--- config.mk ---
export PLATFORM = sky130hd
export DESIGN_NAME = gpp_port
export DESIGN_NICKNAME = d
export VERILOG_FILES = /design/src/shared/gpp_pkg.sv /design/src/shared/gpp_sync_if.sv /design/src/hdl/gpp_sync.sv /design/src/hdl/gpp_port.sv
export VERILOG_INCLUDE_DIRS = /design/src /design/src/shared
export SDC_FILE = /design/constraint.sdc
export NUM_CORES = 1
export LEC_CHECK = 0
export BUFFER_PORTS_ARGS = -buffer_cell sky130_fd_sc_hd__buf_2
export CAP_MARGIN = 10
export CORE_MARGIN = 2
export CORE_UTILIZATION = 35
export DETAILED_ROUTE_END_ITERATION = 10
export GPL_TIMING_DRIVEN = 0
export HOLD_SLACK_MARGIN = 0.06
export SYNTH_ARGS = -nofsm -noshare
export SYNTH_HDL_FRONTEND = slang
export SYNTH_SLANG_ARGS = --single-unit
export TNS_END_PERCENT = 10
--- constraint.sdc ---
create_clock -name sys_clk -period 2 [get_ports sys_clk]
set_clock_uncertainty 0.15 [all_clocks]
set_input_delay 0.2 -clock sys_clk [delete_from_list [all_inputs] [get_ports sys_clk]]
set_output_delay 0.2 -clock sys_clk [all_outputs]
set_load 0.02 [all_outputs]
--- src/shared/gpp_params.svh ---
`ifndef GPP_PARAMS_SVH
`define GPP_PARAMS_SVH
// Register locations inside the port's I/O window.
`define GPP_ADDR_PIN  2'h0
`define GPP_ADDR_DIR  2'h1
`define GPP_ADDR_OUT  2'h2
// Reset values of the writable registers.
`define GPP_DIR_RST   8'h00
`define GPP_OUT_RST   8'h00
// Port width.
`define GPP_WIDTH     8
`endif

--- src/shared/gpp_pkg.sv ---
`default_nettype none
package gpp_pkg;
  typedef logic [7:0] gpp_byte_t;
  typedef enum logic [1:0] {
    GPP_OP_NONE,
    GPP_OP_BYTE,
    GPP_OP_SETBIT,
    GPP_OP_CLRBIT
  } gpp_op_t;
endpackage
`default_nettype wire

--- src/shared/gpp_sync_if.sv ---
`timescale 1ns/10ps
`default_nettype none
// Carries one port's pin levels into the synchroniser and the result back.
interface gpp_sync_if;
  logic [7:0] pin_level;
  logic [7:0] wr_force;
  logic [7:0] wr_value;
  logic [7:0] pin_input;
  modport ctrl (output pin_level, output wr_force, output wr_value, input pin_input);
  modport sync (input pin_level, input wr_force, input wr_value, output pin_input);
endinterface
`default_nettype wire

--- src/hdl/gpp_sync.sv ---
`timescale 1ns/10ps
`default_nettype none
`include "gpp_params.svh"
// Latch-plus-register synchroniser for one port.
module gpp_sync (
  // Clock and reset.
  input  wire logic sys_clk,
  input  wire logic rst_b,
  // Port side.
  gpp_sync_if.sync  sif
);
  // ****************************************************************
  // Front stage
  // ****************************************************************
  // The front stage is modelled as a negedge flop: same effect as a latch
  // open while the clock is high, but it keeps static timing clean.
  logic [7:0] latch_q;
  logic [7:0] pin_q;
  logic [7:0] latch_d;
  // The front stage takes only the pad level; a software write is forced in at the second stage.
  assign latch_d = sif.pin_level;
  always_ff @(negedge sys_clk or negedge rst_b) begin
    if (!rst_b) begin
      latch_q <= 8'h00;
    end else begin
      latch_q <= latch_d;
    end
  end
  // Second stage loads the captured value on the next rising edge.
  // A written pin is taken straight from the write value, one period late.
  always_ff @(posedge sys_clk or negedge rst_b) begin
    if (!rst_b) begin
      pin_q <= 8'h00;
    end else begin
      pin_q <= (latch_q & ~sif.wr_force) | (sif.wr_value & sif.wr_force);
    end
  end
  assign sif.pin_input = pin_q;
endmodule
`default_nettype wire

--- src/hdl/gpp_port.sv ---
`timescale 1ns/10ps
`default_nettype none
`include "gpp_params.svh"
// ****************************************************************
// General-purpose I/O port
// ****************************************************************
module gpp_port (
  // Clock and reset.
  input  wire logic       sys_clk,
  input  wire logic       rst_b,
  // I/O register access.
  input  wire logic       io_wr,
  input  wire logic       io_rd,
  input  wire logic [1:0] io_addr,
  input  wire gpp_pkg::gpp_op_t io_op,
  input  wire logic [2:0] io_bit,
  input  wire logic [7:0] io_wdata,
  output logic      [7:0] io_rdata,
  // Global pull-up disable from the special function control register.
  input  wire logic       global_pullup_disable,
  // Pins.
  input  wire logic [7:0] pad_in,
  output logic      [7:0] pad_out,
  output logic      [7:0] pad_oe,
  output logic      [7:0] pad_pullup
);
  // ****************************************************************
  // Registers
  // ****************************************************************
  gpp_pkg::gpp_byte_t port_direction_q;
  gpp_pkg::gpp_byte_t port_output_value_q;
  gpp_pkg::gpp_byte_t port_direction_d;
  gpp_pkg::gpp_byte_t port_output_value_d;
  logic [7:0] rdata_q;
  logic [7:0] out_q;
  logic [7:0] oe_q;
  logic [7:0] pu_q;
  logic [7:0] wr_force_q;
  logic [7:0] wr_value_q;

  // Decode of the access.
  logic [7:0] bit_mask;
  logic       sel_dir;
  logic       sel_out;
  logic       sel_pin;
  logic [7:0] sel_rdata;
  gpp_sync_if sif ();

  assign bit_mask = 8'h01 << io_bit;
  assign sel_dir  = io_addr == `GPP_ADDR_DIR;
  assign sel_out  = io_addr == `GPP_ADDR_OUT;
  assign sel_pin  = io_addr == `GPP_ADDR_PIN;

  // Next register values; bit operations leave every other pin alone.
  function automatic logic [7:0] upd(input logic [7:0] cur, input gpp_pkg::gpp_op_t op,
                                      input logic [7:0] wd, input logic [7:0] m);
    case (op)
      gpp_pkg::GPP_OP_BYTE:   upd = wd;
      gpp_pkg::GPP_OP_SETBIT: upd = cur | m;
      gpp_pkg::GPP_OP_CLRBIT: upd = cur & ~m;
      default:                upd = cur;
    endcase
  endfunction
  assign port_direction_d    = (io_wr && sel_dir) ?
                               upd(port_direction_q, io_op, io_wdata, bit_mask) : port_direction_q;
  assign port_output_value_d = (io_wr && sel_out) ?
                               upd(port_output_value_q, io_op, io_wdata, bit_mask)
                               : port_output_value_q;

  // Pin input register is read-only; writes to it are dropped.
  assign sel_rdata = sel_dir ? port_direction_q :
                     sel_out ? port_output_value_q :
                     sel_pin ? sif.pin_input : 8'h00;

  // Register storage.
  always_ff @(posedge sys_clk or negedge rst_b) begin
    if (!rst_b) begin
      port_direction_q    <= `GPP_DIR_RST;
      port_output_value_q <= `GPP_OUT_RST;
      rdata_q             <= 8'h00;
    end else begin
      port_direction_q    <= port_direction_d;
      port_output_value_q <= port_output_value_d;
      if (io_rd) begin
        rdata_q <= sel_rdata;
      end
    end
  end
  assign io_rdata = rdata_q;

  // ****************************************************************
  // Pin drivers
  // ****************************************************************
  // The drivers follow the next register values so that the pad changes
  // at the edge of the write. Reset clears them asynchronously, so the
  // pins float even with no clock running. Pins are independent bits.
  logic [7:0] pu_d;
  assign pu_d = ~port_direction_d & port_output_value_d
                & {8{~global_pullup_disable}};
  always_ff @(posedge sys_clk or negedge rst_b) begin
    if (!rst_b) begin
      oe_q  <= 8'h00;
      out_q <= 8'h00;
      pu_q  <= 8'h00;
    end else begin
      oe_q  <= port_direction_d;
      out_q <= port_output_value_d;
      pu_q  <= pu_d;
    end
  end
  assign pad_oe     = oe_q;
  assign pad_out    = out_q;
  assign pad_pullup = pu_q;

  // ****************************************************************
  // Input synchroniser
  // ****************************************************************
  // Driven pins read back the written value; others read the pad. The pad
  // enters only the front stage of the synchroniser.
  logic [7:0] wr_force_d;
  assign wr_force_d = (io_wr && sel_out) ? port_direction_d : 8'h00;
  always_ff @(posedge sys_clk or negedge rst_b) begin
    if (!rst_b) begin
      wr_force_q <= 8'h00;
      wr_value_q <= 8'h00;
    end else begin
      wr_force_q <= wr_force_d;
      wr_value_q <= port_output_value_d;
    end
  end
  assign sif.pin_level = pad_in;
  assign sif.wr_force  = wr_force_q;
  assign sif.wr_value  = wr_value_q;

  gpp_sync u_sync (
    .sys_clk (sys_clk),
    .rst_b   (rst_b),
    .sif     (sif)
  );

  // ****************************************************************
  // Checks
  // ****************************************************************
  // Most checks start from a bus write; the drive and pull-up ones judge the pins against
  // what software asked for, while the bit, pin-input and readback ones check internal registers.
  a_pullup_forbid: assert property (@(posedge sys_clk) disable iff (!rst_b)
    global_pullup_disable |=> pad_pullup == 8'h00)
    else $error("Pull-up active while disabled.");
  a_dir_drive: assert property (@(posedge sys_clk) disable iff (!rst_b)
    io_wr && sel_dir && io_op == gpp_pkg::GPP_OP_BYTE |=> pad_oe == $past(io_wdata))
    else $error("Driver enable does not follow direction.");
  a_pullup_rule: assert property (@(posedge sys_clk) disable iff (!rst_b)
    ##1 pad_pullup == (~port_direction_q & port_output_value_q
    & {8{~$past(global_pullup_disable)}}))
    else $error("Pull-up mismatch.");
  a_pullup_out_off: assert property (@(posedge sys_clk) disable iff (!rst_b)
    io_wr && sel_dir && io_op == gpp_pkg::GPP_OP_SETBIT
    |=> (pad_pullup & $past(bit_mask)) == 8'h00)
    else $error("Pull-up left on a pin turned to output.");
  a_no_pu_out: assert property (@(posedge sys_clk) disable iff (!rst_b)
    (pad_pullup & pad_oe) == 8'h00)
    else $error("Pull-up on driven pin.");
  a_out_value: assert property (@(posedge sys_clk) disable iff (!rst_b)
    io_wr && sel_out && io_op == gpp_pkg::GPP_OP_BYTE
    |=> (pad_out & pad_oe) == ($past(io_wdata) & pad_oe))
    else $error("Drive level wrong.");
  a_reset_float: assert property (@(posedge sys_clk)
    !rst_b |-> pad_oe == 8'h00 && pad_pullup == 8'h00)
    else $error("Pin not floating in reset.");
  a_bit_only: assert property (@(posedge sys_clk) disable iff (!rst_b)
    io_wr && io_op == gpp_pkg::GPP_OP_SETBIT && sel_dir
    |=> (port_direction_q & ~$past(bit_mask)) == ($past(port_direction_q) & ~$past(bit_mask))
    && (port_direction_q & $past(bit_mask)) != 8'h00)
    else $error("Bit set disturbed other pins.");
  a_clr_only: assert property (@(posedge sys_clk) disable iff (!rst_b)
    io_wr && io_op == gpp_pkg::GPP_OP_CLRBIT && sel_dir
    |=> (port_direction_q & ~$past(bit_mask)) == ($past(port_direction_q) & ~$past(bit_mask))
    && (port_direction_q & $past(bit_mask)) == 8'h00)
    else $error("Bit clear disturbed other pins.");
  a_pin_ro: assert property (@(posedge sys_clk) disable iff (!rst_b)
    io_wr && sel_pin |=> port_direction_q == $past(port_direction_q)
    && port_output_value_q == $past(port_output_value_q))
    else $error("Write to the pin input register changed a register.");
  // Read data is registered and holds until the next read strobe.
  a_rd_data: assert property (@(posedge sys_clk) disable iff (!rst_b)
    io_rd && sel_out |=> io_rdata == $past(port_output_value_q))
    else $error("Read data does not match the output value register.");
  a_rdata_hold: assert property (@(posedge sys_clk) disable iff (!rst_b)
    !io_rd |=> $stable(io_rdata))
    else $error("Read data changed without a read.");
  // A driven pin returns the written byte at the second edge after the write.
  a_wr_readback: assert property (@(posedge sys_clk) disable iff (!rst_b)
    io_wr && sel_out && io_op == gpp_pkg::GPP_OP_BYTE && port_direction_d == 8'hff
    |=> ##1 sif.pin_input == $past(io_wdata, 2))
    else $error("Written value not read back after one period.");
  // Main scenarios that the tests are expected to reach.
  c_bit_set:   cover property (@(posedge sys_clk) io_wr && io_op == gpp_pkg::GPP_OP_SETBIT);
  c_pullup_on: cover property (@(posedge sys_clk) pad_pullup != 8'h00);
  c_readback:  cover property (@(posedge sys_clk) io_rd && sel_pin);
  c_pu_blocked: cover property (@(posedge sys_clk) global_pullup_disable
    && (port_output_value_q & ~port_direction_q) != 8'h00);
  c_rd_after_wr: cover property (@(posedge sys_clk) io_wr && sel_out ##2 io_rd && sel_pin);
endmodule
`default_nettype wire

==> impl_results.md, run 1 <==
- CTS max path bufs: 2
- Max-Cap Viols: 0
- Core ar.: 7250 um^2
- Syn_area_per_cell: 11.5 um^2
- Synth area leader: dfrtp_1
- Die area: 8170 um^2
- Count leader, synth: dfrtp_1
- Vias in the first global route: slightly below 2000
- Post-Route WL: 6.48 mm
- Synthesized net count: 255
- Slew margin rel.: 53.0%
- Startpoint Class: flop
- Critical path's slowest cell: dfrtn_1
- Max VDD drop: 0.311 mV
- GRT Residual Overflow: 0
- Cell Rows: 31
- Num Clock Sinks: between 50 and 60
- Final Worst Setup Slack: 143 ps
- Final Hold Violating Endpoints: 48
- Initial Util: 36.0%
- First-pass GRT wire length: 10.4 mm
- Dpl ws: -369 ps
- Post-synth top flop: dfrtp_1
- Slowest stage delay, CP: around 340 ps
- Sequential element share of the synthesized area: a little over half
- Mapped Cells: 227
- # DRC: 0
- Post-synth EDFFs: 0
- Boundary pin count: 60
- Async SR Flop Fraction: 100%
- Worst Hold Class: input port to asynchronous set/reset pin
- TritonCTS buffer count: 5
- Skew-Pair Late Insertion Delay: 300 ps
- Tot GR Track Use: roughly 16%
- Avg Vias per Cell: 5.13
- Synth area leaders: dfrtp_1 (46%), dfrtn_1 (7.7%), a21oi_1 (4.0%)
- HPWL Detailed: between 4 and 5 mm
- Critical R2R Launch: u_sync.latch_q[7]
- TNS Setup: 0 ps
- Layout cells sized above 1: 32.5%
- CTS root buffer: clkbuf_8
- Worst-margin pin slew: 705 ps
- Largest net degree at the start of global routing: 57
- Synth cell types: 46
- Crit end category: flop
- Status: finished, violations left
- Worst Path Required: 2040 ps
- Delay-heaviest family, CP: flip-flops
- Critical path launch point: u_sync.latch_q[7]
- Initial antenna violation count: 0
- Crit-path cells: mux2_2
- Static Leakage: 1.46 nW
- Wire per inst: 16.4 um
- PD cells: 847 nW/um^2
- Initial drt markers: between 100 and 150
- Placed inst area: around 3000 um^2
- # setup viols final: 0
- Cell Area, Synth: ~2600 um^2
- Layout area overhead: 21.9%
- RSZ-0062 raised after global routing: no
- Hold Slack: -217 ps
- Fin cells: 394
- Vias: roughly 2000
- #FFs+latches synth: 56
- Routability cong.: ~0.83
- Nets@finish: 322
- Inst Count DP: about 380
- CTS clock-pin slew for the worst setup and hold paths: 90 ps
- Final ANT Viol Nets: 0
- Crit path buf inv count: 0
- Synth top area share: 46.0%
- TritonCTS clock tree: built
- Failing checks: hold timing
- Hold buffer count at CTS: 4
- Setup Fix Bufs, Post-CTS: 0
- Core Util, Final: 43.9%
- Most common library cells after synthesis: dfrtp_1 (48), nor2_1 (23), a21oi_1 (21), nor2b_1 (10)
- Final instance area: 3180 um^2
- Port Buffers: 56
- WS Path Type: flop to flop
- Slew Viols, Final: 0
- Yosys warning count: 0
- Drt pass-1 iters: 4
- Depth of the CTS H-tree: 2
- Die width: 90.4 um
- Die height: 90.4 um
- Ant diodes: 0
- Critical path arrival: 1900 ps
- CP max FO: 1
timing repair:
action,in CTS,in global routing
endpoints found under the hold margin,52,48
setup endpoints to repair,8,0
resized for setup,1,0
final cells by class:
cell class | instances | area [um^2]
Buffer | 13 | 73.8
Inverter | 2 | 7.51
Fill cell | 732 | 4070
Tap cell | 99 | 124
Clock inverter | 1 | 30.0
Multi-Input combinational cell | 156 | 1130
Clock buffer | 7 | 96.3
Sequential cell | 56 | 1400
Timing Repair Buffer | 60 | 323
placed cells by master, fill, tap and decap left out, types with 4 or more instances in the layout:
master and n:
nor2_1 23, nand3b_1 8, o21ai_0 4, nor3b_2 4, dfrtp_1 48, o22a_1 4
a21oi_1 21, buf_2 60, buf_4 4, nand2_1 7, clkbuf_8 7, nor2b_1 10
mux2i_1 8, a32o_1 4, dfrtn_1 8, dlygate4sd3_1 4, a211oi_1 4, a221o_1 5
o2bb2ai_1 4, mux2_2 8
cell families (layout without fill, tap and decap cells):
kind of cell           after synthesis  in the layout  share of synthesized area (%)
buffers and inverters               15             83                           3.11
muxes                               16             16                           6.52
and+or+nand+nor                     88             88                           23.0
DFF                                 56             56                           53.7
AOI/OAI and AO/OA                   52             52                           13.8
flip-flops by register name, indices dropped and copies added (netlist names):
name,count
io_rdata,8
pad_oe,8
pad_pullup,8
sif.wr_force,8
sif.wr_value,8
u_sync.latch_q,8
u_sync.sif.pin_input,8
layer usage:
layer | share of wire [%] | track usage, %
met1 | 47 | 23.4
met2 | 46 | 24.6
met3 | 5.4 | 3.26
met4 | 1.1 | 5.00
met5 | 0 | 0
through the flow:
stage | hold slack (ps) | total power [mW]
5_1_grt | -166 | 2.84
2_1_floorplan | -246 | 1.70
3_5_place_dp | 324 | 1.93
4_1_cts | -200 | 2.73
3_3_place_gp | 321 | 1.92
6_report | -217 | 2.70
worst paths after layout:
check	to	slack, ps	cells after the start
min in group sys_clk	sif.wr_value[3]	80	3
worst max register to register	u_sync.sif.pin_input[7]	140	1
worst min-delay path	u_sync.sif.pin_input[5]	-220	1
worst min register to register	u_sync.sif.pin_input[3]	350	1
max in group asynchronous	u_sync.latch_q[3]	560	1
worst max-delay path	u_sync.sif.pin_input[7]	140	1
power breakdown:
part	switching [mW]	internal (mW)
combinational	0.361	0.220
clock	0.345	0.442
sequential	0.0785	1.25
total	0.784	1.91
Note: power is estimated with default switching activity, not from simulation.
==> run 2, diff against run 1 <==
- REMOVE_ABC_BUFFERS: unset -> 1
==> run 2 against run 1 <==
Die area unchanged. First-iteration DRC count decreased by 8.0%. Wire length decreased by 0.93%. The run still ends with hold timing left. Sequential power about the same. Worst setup slack improved by 13 ps. Via count decreased by 2.0%. Non-clock buffer count decreased by 9. Register-to-register slack about the same. Global-route usage increased by 0.18 points.
==> impl_results.md, run 2 (same netlist as run 1, synthesis figures left out) <==
- Status: finished, violations left
- Failing checks: hold timing
- Die area: 8170 um^2 (unchanged)
- Static Leakage: 1.43 nW (-2.1%)
- Largest net degree at the start of global routing: 57 (unchanged)
- # setup viols final: 0 (unchanged)
- Cell Rows: 31 (unchanged)
- Crit path depth: 1 (unchanged)
- TritonCTS clock tree: built
- Initial Util: 36.0% (unchanged)
- Initial antenna violation count: 0 (unchanged)
- Critical path launch point: u_sync.latch_q[5]
- # DRC: 0 (unchanged)
- Slowest stage delay, CP: 320 ps (-20 ps)
- Worst Hold Class: input port to asynchronous set/reset pin
- Drt pass-1 iters: 4 (unchanged)
- Slew margin rel.: 33.5% (-20 points)
- First-pass GRT wire length: 10.5 mm (+1.4%)
- Setup Fix Bufs, Post-CTS: 0 (unchanged)
- Layout area overhead: 20.1%
- Core Util, Final: 43.2% (-0.67 points)
- Vias in the first global route: 1996 (+0.91%)
- Fin cells: 385 (-2.3%)
- Wire per inst: 16.7 um (+1.4%)
- Hold Slack: -217 ps (+0.952 ps)
- Inst Count DP: 372 (-2.6%)
- Max-Cap Viols: 0 (unchanged)
- Worst Path Required: 2040 ps (about the same)
- Boundary pin count: 60 (unchanged)
- CTS root buffer: clkbuf_8
- Critical R2R Launch: u_sync.latch_q[5]
- HPWL Detailed: 4.32 mm (-4.1%)
- Dpl ws: -386 ps (-16.9 ps)
- Commonest non-fill, non-tap cells in the layout: buf_2 (58), dfrtp_1 (48), nor2_1 (23), a21oi_1 (21), nor2b_1 (10)
- Hold buffer count at CTS: 5 (+1)
- Worst-margin pin slew: 996 ps (+291 ps)
- Reg2reg path depth: 1 (unchanged)
- CTS clock-pin slew for the worst setup and hold paths: 90 ps (about the same)
- RSZ-0062 raised after global routing: no
- Slew Viols, Final: 0 (unchanged)
- Critical path arrival: 1890 ps (about the same)
- Routability cong.: 0.774 (-7.2%)
- Depth of the CTS H-tree: 2 (unchanged)
- Vias: 1982 (-2.0%)
- PD cells: 857 nW/um^2 (+1.2%)
- Num Clock Sinks: 56 (unchanged)
- CTS max path bufs: 2 (unchanged)
- Crit end category: flop
- Commonest non-fill, non-tap cell in the layout: buf_2
- Final Hold Violating Endpoints: 48 (unchanged)
- Critical path's slowest cell: dfrtn_1
- Crit-path cells: mux2_2
- Final Worst Setup Slack: 156 ps (+13.1 ps)
- Tot GR Track Use: 16.4% (+0.18 points)
- Avg Vias per Cell: 5.15 (+0.31%)
- Ant diodes: 0 (unchanged)
- WS Path Type: flop to flop
- Core ar.: 7250 um^2 (unchanged)
- Startpoint Class: flop
- Skew-Pair Late Insertion Delay: 300 ps (about the same)
- Reg-to-Reg End: u_sync.sif.pin_input[5]
- Max VDD drop: 0.335 mV (+7.9%)
- GRT Residual Overflow: 0 (unchanged)
- Final ANT Viol Nets: 0 (unchanged)
- Setup crit end: u_sync.sif.pin_input[5]
- Delay-heaviest family, CP: flip-flops
- TritonCTS buffer count: 5 (unchanged)
- Die height: 90.4 um (unchanged)
- Port Buffers: 59 (+5.4%)
- Register-to-register setup slack: 160 ps (about the same)
- Post-Route WL: 6.42 mm (-0.93%)
- Initial drt markers: 103 (-8.0%)
- Nets@finish: 313 (-2.8%)
- Die width: 90.4 um (unchanged)
- Crit path buf inv count: 0 (unchanged)
- Layout cells sized above 1: 31.5% (-1.1 points)
- CP max FO: 1 (unchanged)
run 2: timing repair:
item,CTS,global route
resized for setup,1,0
endpoints found under the hold margin,53,48
setup endpoints to repair,8,0
run 2: where the power goes:
part	leakage [nW]	internal (mW)	total, mW	switching, mW
Combinational	0.691	0.212	0.569	0.356
Clock	0.0645	0.442	0.788	0.346
Sequential	0.673	1.25	1.33	0.0807
run 2: metal layers:
metal | track usage [%] | wire (um) | up-vias
met5 | 0 | 0 | -
met3 | 4.26 | 272 | 2
met4 | 3.08 | 31 | 0
met1 | 23.9 | 3130 | 979
met2 | 24.9 | 2980 | 47
li1 | - | - | 954
run 2: area by class of cell:
type / instances / area, um^2
fillers: 719 / 4120
clock inverters: 1 / 30.0
repair buffers: 64 / 348
inverters: 2 / 7.51
clock buffers: 7 / 96.3
well taps: 99 / 124
multi-input cells: 156 / 1130
flip-flops and latches: 56 / 1400
run 2: worst min path at each step:
stage                start         endpoint  cells after the start
6_report             rst_b    pad_pullup[5]                      1
5_1_grt              rst_b  sif.wr_value[2]                      1
4_1_cts              rst_b    pad_pullup[4]                      1
3_5_place_dp   io_wdata[5]  sif.wr_value[5]                      2
3_3_place_gp   io_wdata[5]  sif.wr_value[5]                      2
2_1_floorplan        rst_b      io_rdata[0]                      0
run 2: stage by stage:
| step | instance area [um^2] | TNS, ps | total power [mW] | hold slack (ps) |
|---|---|---|---|---|
| 2_1_floorplan | 2540 | 0 | 1.66 | -246 |
| 3_3_place_gp | 2960 | -3460 | 1.91 | 321 |
| 3_5_place_dp | 2960 | -3940 | 1.92 | 320 |
| 4_1_cts | 3140 | 0 | 2.73 | -195 |
| 5_1_grt | 3140 | 0 | 2.84 | -171 |
| 6_report | 3140 | 0 | 2.69 | -217 |
